**src/pkg/rtcm_pkg.sv**
```systemverilog
`default_nettype none
package rtcm_pkg;
    localparam int ADDR_W = 13;
    localparam logic [8:0] REG_PAGE = 9'h1ff;
    localparam logic [12:0] OFF_FLAGS = 13'h1ff0;
    localparam logic [12:0] OFF_SPARE = 13'h1ff1;
    localparam logic [12:0] OFF_ALM_SEC = 13'h1ff2;
    localparam logic [12:0] OFF_ALM_MIN = 13'h1ff3;
    localparam logic [12:0] OFF_ALM_HR = 13'h1ff4;
    localparam logic [12:0] OFF_ALM_DATE = 13'h1ff5;
    localparam logic [12:0] OFF_IRQ_EN = 13'h1ff6;
    localparam logic [12:0] OFF_WDOG = 13'h1ff7;
    localparam logic [12:0] OFF_CTRL = 13'h1ff8;
    localparam logic [12:0] OFF_SEC = 13'h1ff9;
    localparam logic [12:0] OFF_MIN = 13'h1ffa;
    localparam logic [12:0] OFF_HR = 13'h1ffb;
    localparam logic [12:0] OFF_WDAY = 13'h1ffc;
    localparam logic [12:0] OFF_DATE = 13'h1ffd;
    localparam logic [12:0] OFF_MON = 13'h1ffe;
    localparam logic [12:0] OFF_YEAR = 13'h1fff;
    // Timekeeping byte index: 0 century .. 7 year
    localparam int TK_N = 8;
    localparam int I_CENT = 0;
    localparam int I_SEC = 1;
    localparam int I_MIN = 2;
    localparam int I_HR = 3;
    localparam int I_WDAY = 4;
    localparam int I_DATE = 5;
    localparam int I_MON = 6;
    localparam int I_YEAR = 7;
    localparam int CTL_LOAD_BIT = 7;
    localparam int CTL_SNAP_BIT = 6;
    localparam int SEC_HALT_BIT = 7;
    localparam int DAY_FT_BIT = 6;
    localparam int WD_STEER_BIT = 7;
    localparam int IE_ALARM_BIT = 7;
    localparam int IE_BACKUP_BIT = 5;
    localparam int ALM_MASK_BIT = 7;
    localparam int FLG_WDOG_BIT = 7;
    localparam int FLG_ALARM_BIT = 6;
    localparam int FLG_CELL_BIT = 4;
    localparam logic [7:0] FLG_ZERO_MASK = 8'h2f;
    localparam logic [7:0] TK_MASK [TK_N] = '{8'h3f, 8'h7f, 8'h7f, 8'h3f, 8'h07, 8'h3f, 8'h1f, 8'hff};
    localparam logic [7:0] TK_MAX [TK_N] = '{8'h39, 8'h59, 8'h59, 8'h23, 8'h07, 8'h31, 8'h12, 8'h99};
    localparam logic [7:0] TK_LO [TK_N] = '{8'h00, 8'h00, 8'h00, 8'h00, 8'h01, 8'h01, 8'h01, 8'h00};
    localparam logic [7:0] TK_RST [TK_N] = '{8'h00, 8'h00, 8'h00, 8'h00, 8'h01, 8'h01, 8'h01, 8'h00};
    localparam logic [7:0] MISC_RST = 8'h00;
    localparam longint CLK_HZ = 40_000_000;
    localparam longint TICK_PERIOD_S = 1;
    localparam longint TICK_CYC = CLK_HZ * TICK_PERIOD_S;
    localparam longint SNAP_LOW_US = 500;
    localparam longint SNAP_LOW_CYC = (CLK_HZ / 1_000_000) * SNAP_LOW_US;
    typedef enum logic [2:0] {BUS_IDLE = 3'b001, BUS_READ = 3'b010, BUS_WRITE = 3'b100} rtcm_bus_e;
endpackage
`default_nettype wire

```
**src/logic/rtcm_regs.sv**
```systemverilog
`default_nettype none
module rtcm_regs #(
    parameter longint TICK_CYC = rtcm_pkg::TICK_CYC,
    parameter longint SNAP_LOW_CYC = rtcm_pkg::SNAP_LOW_CYC
) (
    // Clock and reset
    input wire logic CLK,
    input wire logic RSTN,
    // Asynchronous memory bus
    input wire logic [rtcm_pkg::ADDR_W-1:0] ADDR,
    input wire logic CE_N,
    input wire logic OE_N,
    input wire logic WE_N,
    input wire logic [7:0] DQ_IN,
    output logic [7:0] DQ_OUT,
    output logic DQ_OE_N,
    // Status sources from neighbouring logic
    input wire logic CELL_LOW,
    input wire logic ALARM_HIT,
    input wire logic WDOG_HIT
);
    localparam int DIV_W = $clog2(TICK_CYC + 1);
    localparam logic [DIV_W-1:0] DIV_LAST = DIV_W'(TICK_CYC - 1);

    function automatic logic [8:0] bcd_step(input logic [7:0] v, input logic [7:0] lim, input logic [7:0] lo);
        return (v >= lim) ? {1'b1, lo} : (v[3:0] >= 4'h9) ? {1'b0, v[7:4] + 4'h1, 4'h0}
            : {1'b0, v[7:4], v[3:0] + 4'h1};
    endfunction

    function automatic logic [7:0] merge(input logic [7:0] old, input logic [7:0] nw, input logic [7:0] m);
        return (old & ~m) | (nw & m);
    endfunction

    // Last date of a month, leap years by BCD year
    function automatic logic [7:0] month_end(input logic [7:0] mon, input logic [7:0] yr);
        logic leap;
        leap = yr[4] ? (yr[3:0] == 4'h2 || yr[3:0] == 4'h6) : (yr[3:0] == 4'h0 || yr[3:0] == 4'h4 || yr[3:0] == 4'h8);
        return (mon == 8'h02) ? (leap ? 8'h29 : 8'h28)
            : (mon == 8'h04 || mon == 8'h06 || mon == 8'h09 || mon == 8'h11) ? 8'h30 : 8'h31;
    endfunction

    rtcm_pkg::rtcm_bus_e bus_st_q;
    logic [rtcm_pkg::ADDR_W-1:0] acc_addr_q;
    logic [7:0] wr_data_q;
    logic [7:0] int_q [rtcm_pkg::TK_N];
    logic [7:0] ext_q [rtcm_pkg::TK_N];
    logic [7:0] inc_d [rtcm_pkg::TK_N];
    logic [7:0] misc_q [1:7];
    logic load_q;
    logic snap_q;
    logic halt_q;
    logic wdog_flag_q;
    logic alarm_flag_q;
    logic [DIV_W-1:0] div_q;
    logic tick_q;
    logic wr_now;
    logic rd_now;
    logic commit;
    logic rd_end;
    logic page_hit;
    logic [3:0] idx;
    logic [2:0] tki;
    logic tk_wr;
    logic ext_wr;
    logic int_wr;
    logic xfer;
    logic [7:0] rd_byte;
    logic flag_clr;

    assign wr_now = !CE_N && !WE_N;
    assign rd_now = !CE_N && WE_N;
    assign commit = (bus_st_q == rtcm_pkg::BUS_WRITE) && !wr_now;
    assign rd_end = (bus_st_q == rtcm_pkg::BUS_READ) && !rd_now;
    assign page_hit = acc_addr_q[12:4] == rtcm_pkg::REG_PAGE;
    assign idx = acc_addr_q[3:0];
    assign tki = idx[2:0];
    assign tk_wr = commit && page_hit && idx[3];
    // Writes under load hold land in the visible copy only, except the load-clearing century write, which also reaches the internal copy
    assign ext_wr = tk_wr && (load_q || (tki == 3'(rtcm_pkg::I_CENT) && wr_data_q[rtcm_pkg::CTL_LOAD_BIT]));
    assign int_wr = tk_wr && !ext_wr && !load_q;
    assign xfer = tk_wr && load_q && tki == 3'(rtcm_pkg::I_CENT) && !wr_data_q[rtcm_pkg::CTL_LOAD_BIT];
    assign flag_clr = (commit || rd_end) && page_hit && idx == rtcm_pkg::OFF_FLAGS[3:0];

    always_ff @(posedge CLK)
    begin
        if (!RSTN)
        begin
            bus_st_q <= rtcm_pkg::BUS_IDLE;
            acc_addr_q <= 13'h0000;
            wr_data_q <= 8'h00;
        end
        else
        begin
            bus_st_q <= wr_now ? rtcm_pkg::BUS_WRITE : (rd_now ? rtcm_pkg::BUS_READ : rtcm_pkg::BUS_IDLE);
            if (!CE_N)
            begin
                acc_addr_q <= ADDR;
            end
            // Data taken on the last cycle of the write
            if (wr_now)
            begin
                wr_data_q <= DQ_IN;
            end
        end
    end

    // Seconds prescaler, cleared to zero while the oscillator is stopped
    always_ff @(posedge CLK)
    begin
        if (!RSTN)
        begin
            div_q <= '0;
            tick_q <= 1'b0;
        end
        else
        begin
            div_q <= (halt_q || xfer || div_q == DIV_LAST) ? '0 : div_q + 1'b1;
            tick_q <= !halt_q && !xfer && div_q == DIV_LAST;
        end
    end

    // Next calendar value, carry rippling up the chain
    always_comb
    begin
        logic [8:0] s;
        logic [8:0] d;
        logic [7:0] v;
        s = 9'h000;
        d = 9'h000;
        v = 8'h00;
        inc_d = int_q;
        for (int i = rtcm_pkg::I_SEC; i <= rtcm_pkg::I_WDAY; i++)
        begin
            if (i == rtcm_pkg::I_SEC || s[8])
            begin
                v = int_q[i] & rtcm_pkg::TK_MASK[i];
                s = bcd_step(v, rtcm_pkg::TK_MAX[i], rtcm_pkg::TK_LO[i]);
                inc_d[i] = merge(int_q[i], s[7:0], rtcm_pkg::TK_MASK[i]);
                d[8] = (i == rtcm_pkg::I_HR) ? s[8] : d[8];
            end
        end
        for (int i = rtcm_pkg::I_DATE; i <= rtcm_pkg::I_YEAR + 1; i++)
        begin
            if (d[8])
            begin
                v = int_q[i % rtcm_pkg::TK_N] & rtcm_pkg::TK_MASK[i % rtcm_pkg::TK_N];
                if (i == rtcm_pkg::I_DATE)
                begin
                    d = bcd_step(v, month_end(int_q[rtcm_pkg::I_MON] & rtcm_pkg::TK_MASK[rtcm_pkg::I_MON],
                        int_q[rtcm_pkg::I_YEAR]), rtcm_pkg::TK_LO[i]);
                end
                else
                begin
                    d = bcd_step(v, rtcm_pkg::TK_MAX[i % rtcm_pkg::TK_N], rtcm_pkg::TK_LO[i % rtcm_pkg::TK_N]);
                end
                inc_d[i % rtcm_pkg::TK_N] = merge(int_q[i % rtcm_pkg::TK_N], d[7:0],
                    rtcm_pkg::TK_MASK[i % rtcm_pkg::TK_N]);
            end
        end
    end

    // Internal running copy
    always_ff @(posedge CLK)
    begin
        if (!RSTN)
        begin
            int_q <= rtcm_pkg::TK_RST;
        end
        else if (xfer)
        begin
            int_q <= ext_q;
            int_q[rtcm_pkg::I_CENT] <= {2'b00, wr_data_q[5:0]};
        end
        else
        begin
            if (tick_q)
            begin
                int_q <= inc_d;
            end
            // Write lands on top of the tick, so no second is lost
            if (int_wr)
            begin
                int_q[tki] <= (tki == 3'(rtcm_pkg::I_CENT)) ? {2'b00, wr_data_q[5:0]} : wr_data_q;
            end
        end
    end

    // Visible copy follows unless frozen or loading
    always_ff @(posedge CLK)
    begin
        if (!RSTN)
        begin
            ext_q <= rtcm_pkg::TK_RST;
        end
        else
        begin
            if (!snap_q && !load_q)
            begin
                ext_q <= int_q;
            end
            if (ext_wr)
            begin
                ext_q[tki] <= (tki == 3'(rtcm_pkg::I_CENT)) ? {2'b00, wr_data_q[5:0]} : wr_data_q;
            end
        end
    end

    // Hold bits and oscillator stop
    always_ff @(posedge CLK)
    begin
        if (!RSTN)
        begin
            load_q <= 1'b0;
            snap_q <= 1'b0;
            halt_q <= 1'b1;
        end
        else if (tk_wr && tki == 3'(rtcm_pkg::I_CENT))
        begin
            load_q <= wr_data_q[rtcm_pkg::CTL_LOAD_BIT];
            snap_q <= wr_data_q[rtcm_pkg::CTL_SNAP_BIT];
        end
        else if (tk_wr && tki == 3'(rtcm_pkg::I_SEC))
        begin
            halt_q <= wr_data_q[rtcm_pkg::SEC_HALT_BIT];
        end
    end

    // Alarm, interrupt, watchdog and spare storage, outside hold control
    always_ff @(posedge CLK)
    begin
        if (!RSTN)
        begin
            misc_q <= '{default: rtcm_pkg::MISC_RST};
        end
        else if (commit && page_hit && !idx[3] && idx[2:0] != 3'h0)
        begin
            misc_q[idx[2:0]] <= wr_data_q;
        end
    end

    // Sticky flags cleared by a flags access; a new event wins
    always_ff @(posedge CLK)
    begin
        if (!RSTN)
        begin
            wdog_flag_q <= 1'b0;
            alarm_flag_q <= 1'b0;
        end
        else
        begin
            wdog_flag_q <= WDOG_HIT || (wdog_flag_q && !flag_clr);
            alarm_flag_q <= ALARM_HIT || (alarm_flag_q && !flag_clr);
        end
    end

    always_comb
    begin
        rd_byte = 8'h00;
        if (ADDR[12:4] == rtcm_pkg::REG_PAGE)
        begin
            if (ADDR[3:0] == rtcm_pkg::OFF_FLAGS[3:0])
            begin
                rd_byte[rtcm_pkg::FLG_WDOG_BIT] = wdog_flag_q;
                rd_byte[rtcm_pkg::FLG_ALARM_BIT] = alarm_flag_q;
                rd_byte[rtcm_pkg::FLG_CELL_BIT] = CELL_LOW;
            end
            else if (!ADDR[3])
            begin
                rd_byte = misc_q[ADDR[2:0]];
            end
            else if (ADDR[2:0] == 3'(rtcm_pkg::I_CENT))
            begin
                rd_byte = {load_q, snap_q, ext_q[rtcm_pkg::I_CENT][5:0]};
            end
            else if (ADDR[2:0] == 3'(rtcm_pkg::I_SEC))
            begin
                rd_byte = {halt_q, ext_q[rtcm_pkg::I_SEC][6:0]};
            end
            else
            begin
                rd_byte = ext_q[ADDR[2:0]];
            end
        end
    end

    always_ff @(posedge CLK)
    begin
        if (!RSTN)
        begin
            DQ_OUT <= 8'h00;
            DQ_OE_N <= 1'b1;
        end
        else
        begin
            DQ_OUT <= rd_now ? rd_byte : 8'h00;
            DQ_OE_N <= !(rd_now && !OE_N);
        end
    end

    // Power-up clearing of the frequency test bit is the reset value of the weekday byte
    logic [31:0] snap_low_cnt;
    always_ff @(posedge CLK)
    begin
        if (!RSTN || snap_q || load_q)
        begin
            snap_low_cnt <= 32'h0;
        end
        else if (snap_low_cnt < 32'(SNAP_LOW_CYC))
        begin
            snap_low_cnt <= snap_low_cnt + 32'h1;
        end
    end
endmodule
`default_nettype wire

```
**config.mk**
```make
export PLATFORM = sky130hd
export DESIGN_NAME = rtcm_regs
export DESIGN_NICKNAME = d
export VERILOG_FILES = /design/src/pkg/rtcm_pkg.sv /design/src/logic/rtcm_regs.sv
export SDC_FILE = /design/constraint.sdc
export NUM_CORES = 1
export LEC_CHECK = 0
export ABC_CLOCK_PERIOD_IN_PS = 3500
export BUFFER_PORTS_ARGS = -buffer_cell sky130_fd_sc_hd__buf_4
export CAP_MARGIN = 20
export CORE_ASPECT_RATIO = 0.9
export CORE_MARGIN = 2
export CORE_UTILIZATION = 30
export CTS_CLUSTER_DIAMETER = 50
export DETAILED_ROUTE_END_ITERATION = 7
export GPL_TIMING_DRIVEN = 0
export RECOVER_POWER = 100
export SYNTH_ARGS = -nofsm -noshare
export SYNTH_HDL_FRONTEND = slang
export SYNTH_SLANG_ARGS = --single-unit
```
**constraint.sdc**
```tcl
create_clock -name CLK -period 3.5 [get_ports CLK]
set_input_delay 0 -clock CLK [delete_from_list [all_inputs] [get_ports CLK]]
set_output_delay 0 -clock CLK [all_outputs]
set_load 0.02 [all_outputs]
```
# Word level (Yosys, flattened, before mapping)
# Index checks and enable logic that the tools add are counted.
[word_totals]
ff_bits = 249
input_bits = 29
output_inout_bits = 9
wordCells = 229
[op_classes]
add_sub_neg = 16
n_lt_le_gt_ge = 19
n_eq_ne = 16
n_mux = 63
bitwise = 13
reduce_logical = 64
[ops]
columns = ["operator", "count"]
rows = [
  ["64-bit 2-to-1 mux", 7],
  ["8-bit 2-to-1 mux", 20],
  ["64-bit bitwise mux", 2],
  ["9-bit 2-to-1 mux", 13],
  ["62-bit 2-to-1 mux", 1],
  ["56-bit bitwise mux", 1],
  ["8-bit binary-select mux with 3-bit select", 2],
  ["4-bit >= comparator (second input constant)", 9],
  ["4-bit by 1-bit adder with 4-bit output (second input constant)", 8],
  ["26-bit by 1-bit adder with 26-bit output (second input constant)", 1],
  ["26-bit == test (second input constant)", 1],
  ["1-bit logical AND", 26],
  ["8-bit demux with 3-bit select", 1],
  ["6-bit 2-to-1 mux", 4],
  ["8-bit by 6-bit bitwise OR with 8-bit output", 3],
  ["9-bit == test (second input constant)", 2],
  ["8-bit by 7-bit bitwise OR with 8-bit output", 2],
  ["7-bit >= comparator (second input constant)", 2],
  ["1-bit zero test", 14],
  ["6-bit >= comparator (second input constant)", 2],
  ["4-bit zero test", 3],
  ["1-bit logical OR", 12],
  ["5-bit by 3-bit == test with 1-bit output (second input constant)", 2],
  ["3-bit 2-to-1 mux", 3],
  ["34 further kinds", 50],
]

# Logic depth before layout (Yosys ltp)
[logic_depth]
depth_word = 22
ltp_mapped = 14
depth_no_buf = 14

# Least setup slack after synthesis
# Ideal clock, no wire load.
[synth_timing]
path_type = "register to register"
from = "register int_q[0] (netlist bit)"
to = "register int_q[5] (netlist bit)"
setup_ns = 0.076
t_arrival_ns = 2.857
required_ns = 3.424
setup_slack_ns = 0.567
stages_incl_launch_ff = 15
n_path_buf = 0
synth_period_minus_slack_ns = 2.933
cell_sequence = "dfxtp_1 > inv_1 > ha_1 > nand2b_1 > a21boi_0 > o221ai_1 > nand2_1 > a32oi_1 > ha_1 > nor4b_1 > o21ai_0 > nand2_1 > nor4_2 > mux2_2 > o22ai_1"
[synth_between]
elab_chain_len = 18
elab_cells_between_ends = 27
classes_between = "3 x order compare; 4 x eq/ne; 16 x mux; 4 x reduce/logical"
[synth_lines]
columns = ["item", "line_no", "rtl"]
rows = [
  ["start: declaration", "rtcm_regs.sv:45", "logic [7:0] int_q [rtcm_pkg::TK_N];"],
  ["start signal: assignment", "rtcm_regs.sv:167", "int_q <= rtcm_pkg::TK_RST;"],
  ["start signal: assignment", "rtcm_regs.sv:171", "int_q <= ext_q;"],
  ["start signal: indexed assignment", "rtcm_regs.sv:172", "int_q[rtcm_pkg::I_CENT] <= {2'b00, wr_data_q[5:0]};"],
  ["4-bit by 3-bit == test with 1-bit output / 4-bit zero test (equally long branches)", "rtcm_regs.sv:37", "leap = yr[4] ? (yr[3:0] == 4'h2 || yr[3:0] == 4'h6) : (yr[3:0] == 4'h0 || yr[3:0] == 4'h4 || yr[3:0] == 4'h8);"],
  ["1-bit logical OR (2 in a row)", "rtcm_regs.sv:37", ""],
  ["1-bit 2-to-1 mux", "rtcm_regs.sv:37", ""],
  ["1-bit 2-to-1 mux", "rtcm_regs.sv:38", "return (mon == 8'h02) ? (leap ? 8'h29 : 8'h28)"],
  ["5-bit 2-to-1 mux", "rtcm_regs.sv:38", ""],
  ["6-bit >= comparator", "rtcm_regs.sv:26", "return (v >= lim) ? {1'b1, lo} : (v[3:0] >= 4'h9) ? {1'b0, v[7:4] + 4'h1, 4'h0}"],
  ["9-bit 2-to-1 mux", "rtcm_regs.sv:26", ""],
  ["9-bit 2-to-1 mux (3 in a row)", "rtcm_regs.sv:144", "if (d[8])"],
  ["8-bit 2-to-1 mux *", "rtcm_regs.sv:144", ""],
  ["64-bit 2-to-1 mux *", "rtcm_regs.sv:176", "if (tick_q)"],
  ["64-bit 2-to-1 mux *", "rtcm_regs.sv:169", "else if (xfer)"],
  ["64-bit 2-to-1 mux *", "rtcm_regs.sv:165", "if (!RSTN)"],
  ["64-bit bitwise mux", "rtcm_regs.sv:183", "int_q[tki] <= (tki == 3'(rtcm_pkg::I_CENT)) ? {2'b00, wr_data_q[5:0]} : wr_data_q;"],
  ["64-bit 2-to-1 mux *", "rtcm_regs.sv:181", "if (int_wr)"],
  ["62-bit 2-to-1 mux *", "rtcm_regs.sv:169", ""],
]
# Mark *: on every way between the ends. The rest lies on a longest branch, timed or not. The select of a mux whose other input is x is not followed.
# A chain may end at the register's enable or synchronous reset.

# Worst setup path after layout
[layout_timing]
from = "register acc_addr_q[2] (netlist bit)"
to = "register int_q[26] (netlist bit)"
[layout_between]
elab_chain_len = 9
elab_cells_between_ends = 18
classes_between = "2 x order compare; 5 x mux; 1 x bitwise; 10 x reduce/logical"
[layout_lines]
columns = ["item", "line_no", "rtl"]
rows = [
  ["start: declaration", "rtcm_regs.sv:43", "logic [rtcm_pkg::ADDR_W-1:0] acc_addr_q;"],
  ["start signal: assignment", "rtcm_regs.sv:89", "acc_addr_q <= 13'h0000;"],
  ["start signal: assignment", "rtcm_regs.sv:97", "acc_addr_q <= ADDR;"],
  ["branches (longest 8 deep; another with 4-bit >= comparator)", "-", ""],
  ["62-bit 2-to-1 mux *", "rtcm_regs.sv:169", ""],
  ["end signal: assignment", "rtcm_regs.sv:171", ""],
  ["end signal: indexed assignment", "rtcm_regs.sv:172", ""],
  ["end signal: indexed assignment", "rtcm_regs.sv:183", ""],
]
# Every way passes the cells marked *.

==> reports/qor.csv <==
stage,metric,value,unit
finish,regArea,4860,µm²
detailed_routing,ant_nets,0,
finish,most-common-layout-cells,"dfxtp_1 (243), nand2_1 (153), nor2_1 (144)",
setup_path,worst_path_max_delay_cell,nor3b_2,
clocking,path_clk_slew,0.06,ns
timing,layout_setup_ws,0.201,ns
detailed_routing,vias,12200,
finish,layout_commonest_cell,dfxtp_1,
placed_design,dpl-instance-area,13800,µm²
timing,hold_viol,0,
yosys,synth.top_cell.area_share,37.9,%
yosys,synthSimpleGateAreaFrac,20.9,%
power,power,6560,µW
grt,grt_max_degree,17,
timing,maxSlewViolCount,0,
floorplan,initial_utilization,30.5,%
yosys,synth_edf_count,0,
finish,design_area,15100,µm²
yosys,ys_top_cells_by_area,"dfxtp_1 (38%), mux2i_1 (6.3%), mux4_2 (6.0%)",
yosys,synthMuxAreaShare,12.9,%
power,switchingPower,1590,µW
detailed_routing,wl_per_cell,22.2,µm
power,p_sw_share,24.3,%
clocking,cts_tree,built,
timing,slew_headroom,23.8,%
detailed_routing,first_pass_iters,5,
timing,hold_slack,0.174,ns
yosys,synthFlopType,dfxtp_1,
yosys,synthCells,1446,
clocking,cts_buffers,31,
power,p_leak,0.00572,µW
finish,multi_input_area,7350,µm²
finish,layout.nets,1617,
timing,finalCritPeriodShare,94.3,%
power,internal_power,4970,µW
setup_path,path_cells,"clkbuf_1, nor3b_2, nand4_1, and2_0, a22oi_1, a31oi_1",
clocking,h-tree-depth,1,
setup_path,cp.required,3.93,ns
clocking,clkLatencyLatePin,0.59,ns
yosys,yosysWarningCount,0,
floorplan,coreArea,42000,µm²
yosys,async_flop_share,0,%
yosys,yosysTopAreaCell,dfxtp_1,
timing,rsz0062_at_grt,false,
floorplan,dieArea,44400,µm²
timing,setup_viol,0,
detailed_routing,drc,0,
timing,fin_crit,3.30,ns
run,maxCapViolCount,0,
detailed_routing,avgViaCountPerCell,5.76,
power,ir_drop,0.361,mV
grt,grt_pass1_wl,71000,µm
timing,finalSetupTns,0,ns
finish,diodes,0,
power,power_density,433,nW/µm²
min_path,min_path_cells,4,
setup_path,cp.arrival,3.73,ns
power,p_clk_share,52.1,%
clocking,cts_sinks,243,
yosys,synthAdderAreaFrac,3.81,%
placed_design,port_buffers,33,
yosys,synthesis.nets,1514,
power,pwr-share-comb,5.1,%
yosys,synth_compound_area_share,17.8,%
yosys,synth-seq-cells,243,
placed_design,dp_hpwl,33800,µm
timing,fin_skew,0.0290,ns
grt,antenna_found_initial,0,
placed_design,routabilityCongestion,0.956,
detailed_routing,drt_iter0_drc,1429,
power,pwr-share-seq,42.8,%
clocking,clk_root_buffer_cell,clkbuf_16,
floorplan,die_w,222,µm
detailed_routing,drt-total-wl,47100,µm
floorplan,rows,71,
setup_path,r2r.worst_path.cells,6,
yosys,synth_xor_area_share,1.98,%
finish,fill_cells,4245,
run_status,status,"finished, final reports clean",
yosys,synth_cell_types,82,
setup_path,cp_max_fo,10,
floorplan,die_h,200,µm
finish,syn_to_final_growth,18.2,%
finish,drive_above_1_share,10.7,%
grt,grt_usage,20.5,%
placed_design,place_ws,-0.168,ns
yosys,seq_area_frac_synth,37.9,%
setup_path,cpPeakStageDelay,0.83,ns
timing,tightest_slew,1.13,ns
min_path,hold_path.class,input pin to register,
yosys,synth_top_family_by_area,simple AND/OR/NAND/NOR gates,
yosys,netlist_area,12800,µm²
yosys,syn_avg_cell_area,8.87,µm²
setup_path,worst-setup-path-type,register to register,
timing,fmax,0.303,GHz
grt,grt_pass1_vias,11600,
floorplan,io_pins,38,
setup_path,startpoint_type,register,
grt,globalRouteOverflowTotal,0,
setup_path,end_kind,register,
clocking,cts_max_path_buffers,3,
==> final timing paths <==
path	start	to	slack (ns)
worst max-delay path	acc_addr_q[2]$_SDFFE_PN0N_	int_q[26]$_SDFF_PN0_	0.20
worst min-delay path	WDOG_HIT	wdog_flag_q$_SDFF_PN0_	0.17
worst max register to register	acc_addr_q[2]$_SDFFE_PN0N_	int_q[26]$_SDFF_PN0_	0.20
worst min register to register	misc_q[53]$_SDFFE_PN0P_	misc_q[53]$_SDFFE_PN0P_	0.45
==> per-layer routing <==
| metal | global-route usage, % | routed length (µm) | vias to the layer above |
|---|---|---|---|
| li1 | - | - | 5508 |
| met1 | 28.8 | 20600 | 5912 |
| met2 | 30.4 | 19700 | 678 |
| met3 | 4.62 | 4980 | 114 |
| met4 | 8.35 | 1910 | 0 |
| met5 | 0 | 0 | - |
==> cell families after synthesis <==
logic type | Yosys count
fa+ha+maj | 39
mux | 122
flops | 243
compound gates | 335
buf+inv | 142
simple gates | 536
xor+xnor | 29
==> worst max-delay path: cells and delay by family (launching register included) <==
family / cells / cell delay (ns)
buffers and inverters: 1 / 0.45
AND/OR/NAND/NOR: 3 / 2.01
AO/OA/AOI/OAI: 2 / 0.26
flip-flops: 1 / 0.42
==> power by group through the flow <==
stage | logic, µW | clock network (µW) | registers, µW
2_1_floorplan | 168 | 0 | 2860
3_3_place_gp | 293 | 0 | 2870
3_5_place_dp | 295 | 0 | 2870
4_1_cts | 325 | 3450 | 2810
5_1_grt | 348 | 3570 | 2810
6_report | 333 | 3420 | 2810
==> Yosys cell counts (7+ instances only) <==
master and number:
a211oi_1 56, a21oi_1 88, a22oi_1 16, a31oi_1 22, and2_1 9, and3_1 12, buf_2 18, clkbuf_1 77
dfxtp_1 243, ha_1 39, inv_1 32, mux2_2 7, mux2i_1 81, mux4_2 34, nand2_1 153, nand2b_1 7
nand3_1 85, nand4_1 19, nor2_1 143, nor2b_1 17, nor3_1 18, nor4_1 9, o211a_1 21, o211ai_1 21
o21ai_0 44, o221ai_1 13, xnor2_1 12, xor2_1 17
==> sequential cells by signal, summed over array words and instances (netlist names), 3 cells and up <==
| register | flops |
|---|---|
| int_q | 61 |
| ext_q | 61 |
| wr_data_q | 8 |
| DQ_OUT | 8 |
| bus_st_q | 3 |
| misc_q | 56 |
| acc_addr_q | 13 |
| div_q | 26 |
==> layout make-up <==
type,count,share of cell area (%)
Multi-Input combinational cell,1061,48.5
Sequential cell,243,32.1
Clock buffer,37,5.47
Tap cell,547,4.52
Timing Repair Buffer,70,3.73
Buffer,109,3.00
Clock inverter,21,1.80
Inverter,33,0.818
==> stage by stage <==
| step | cells | utilization (%) |
|---|---|---|
| global placement | 2026 | 32.7 |
| finish | 2121 | 36.0 |
| global route | 2121 | 36.0 |
| detailed placement | 2028 | 32.8 |
| floorplan | 1446 | - |
| CTS | 2121 | 36.2 |
==> timing repair <==
action / 4_1_cts / 5_1_grt
gates resized for setup: 2 / 3
endpoints found under the hold margin: 31 / 0
hold buffers: 32 / 0
setup buffers: 3 / 0
setup endpoints to repair: 10 / 7
pin swaps: 1 / 0
(Power assumes the default switching activity.)
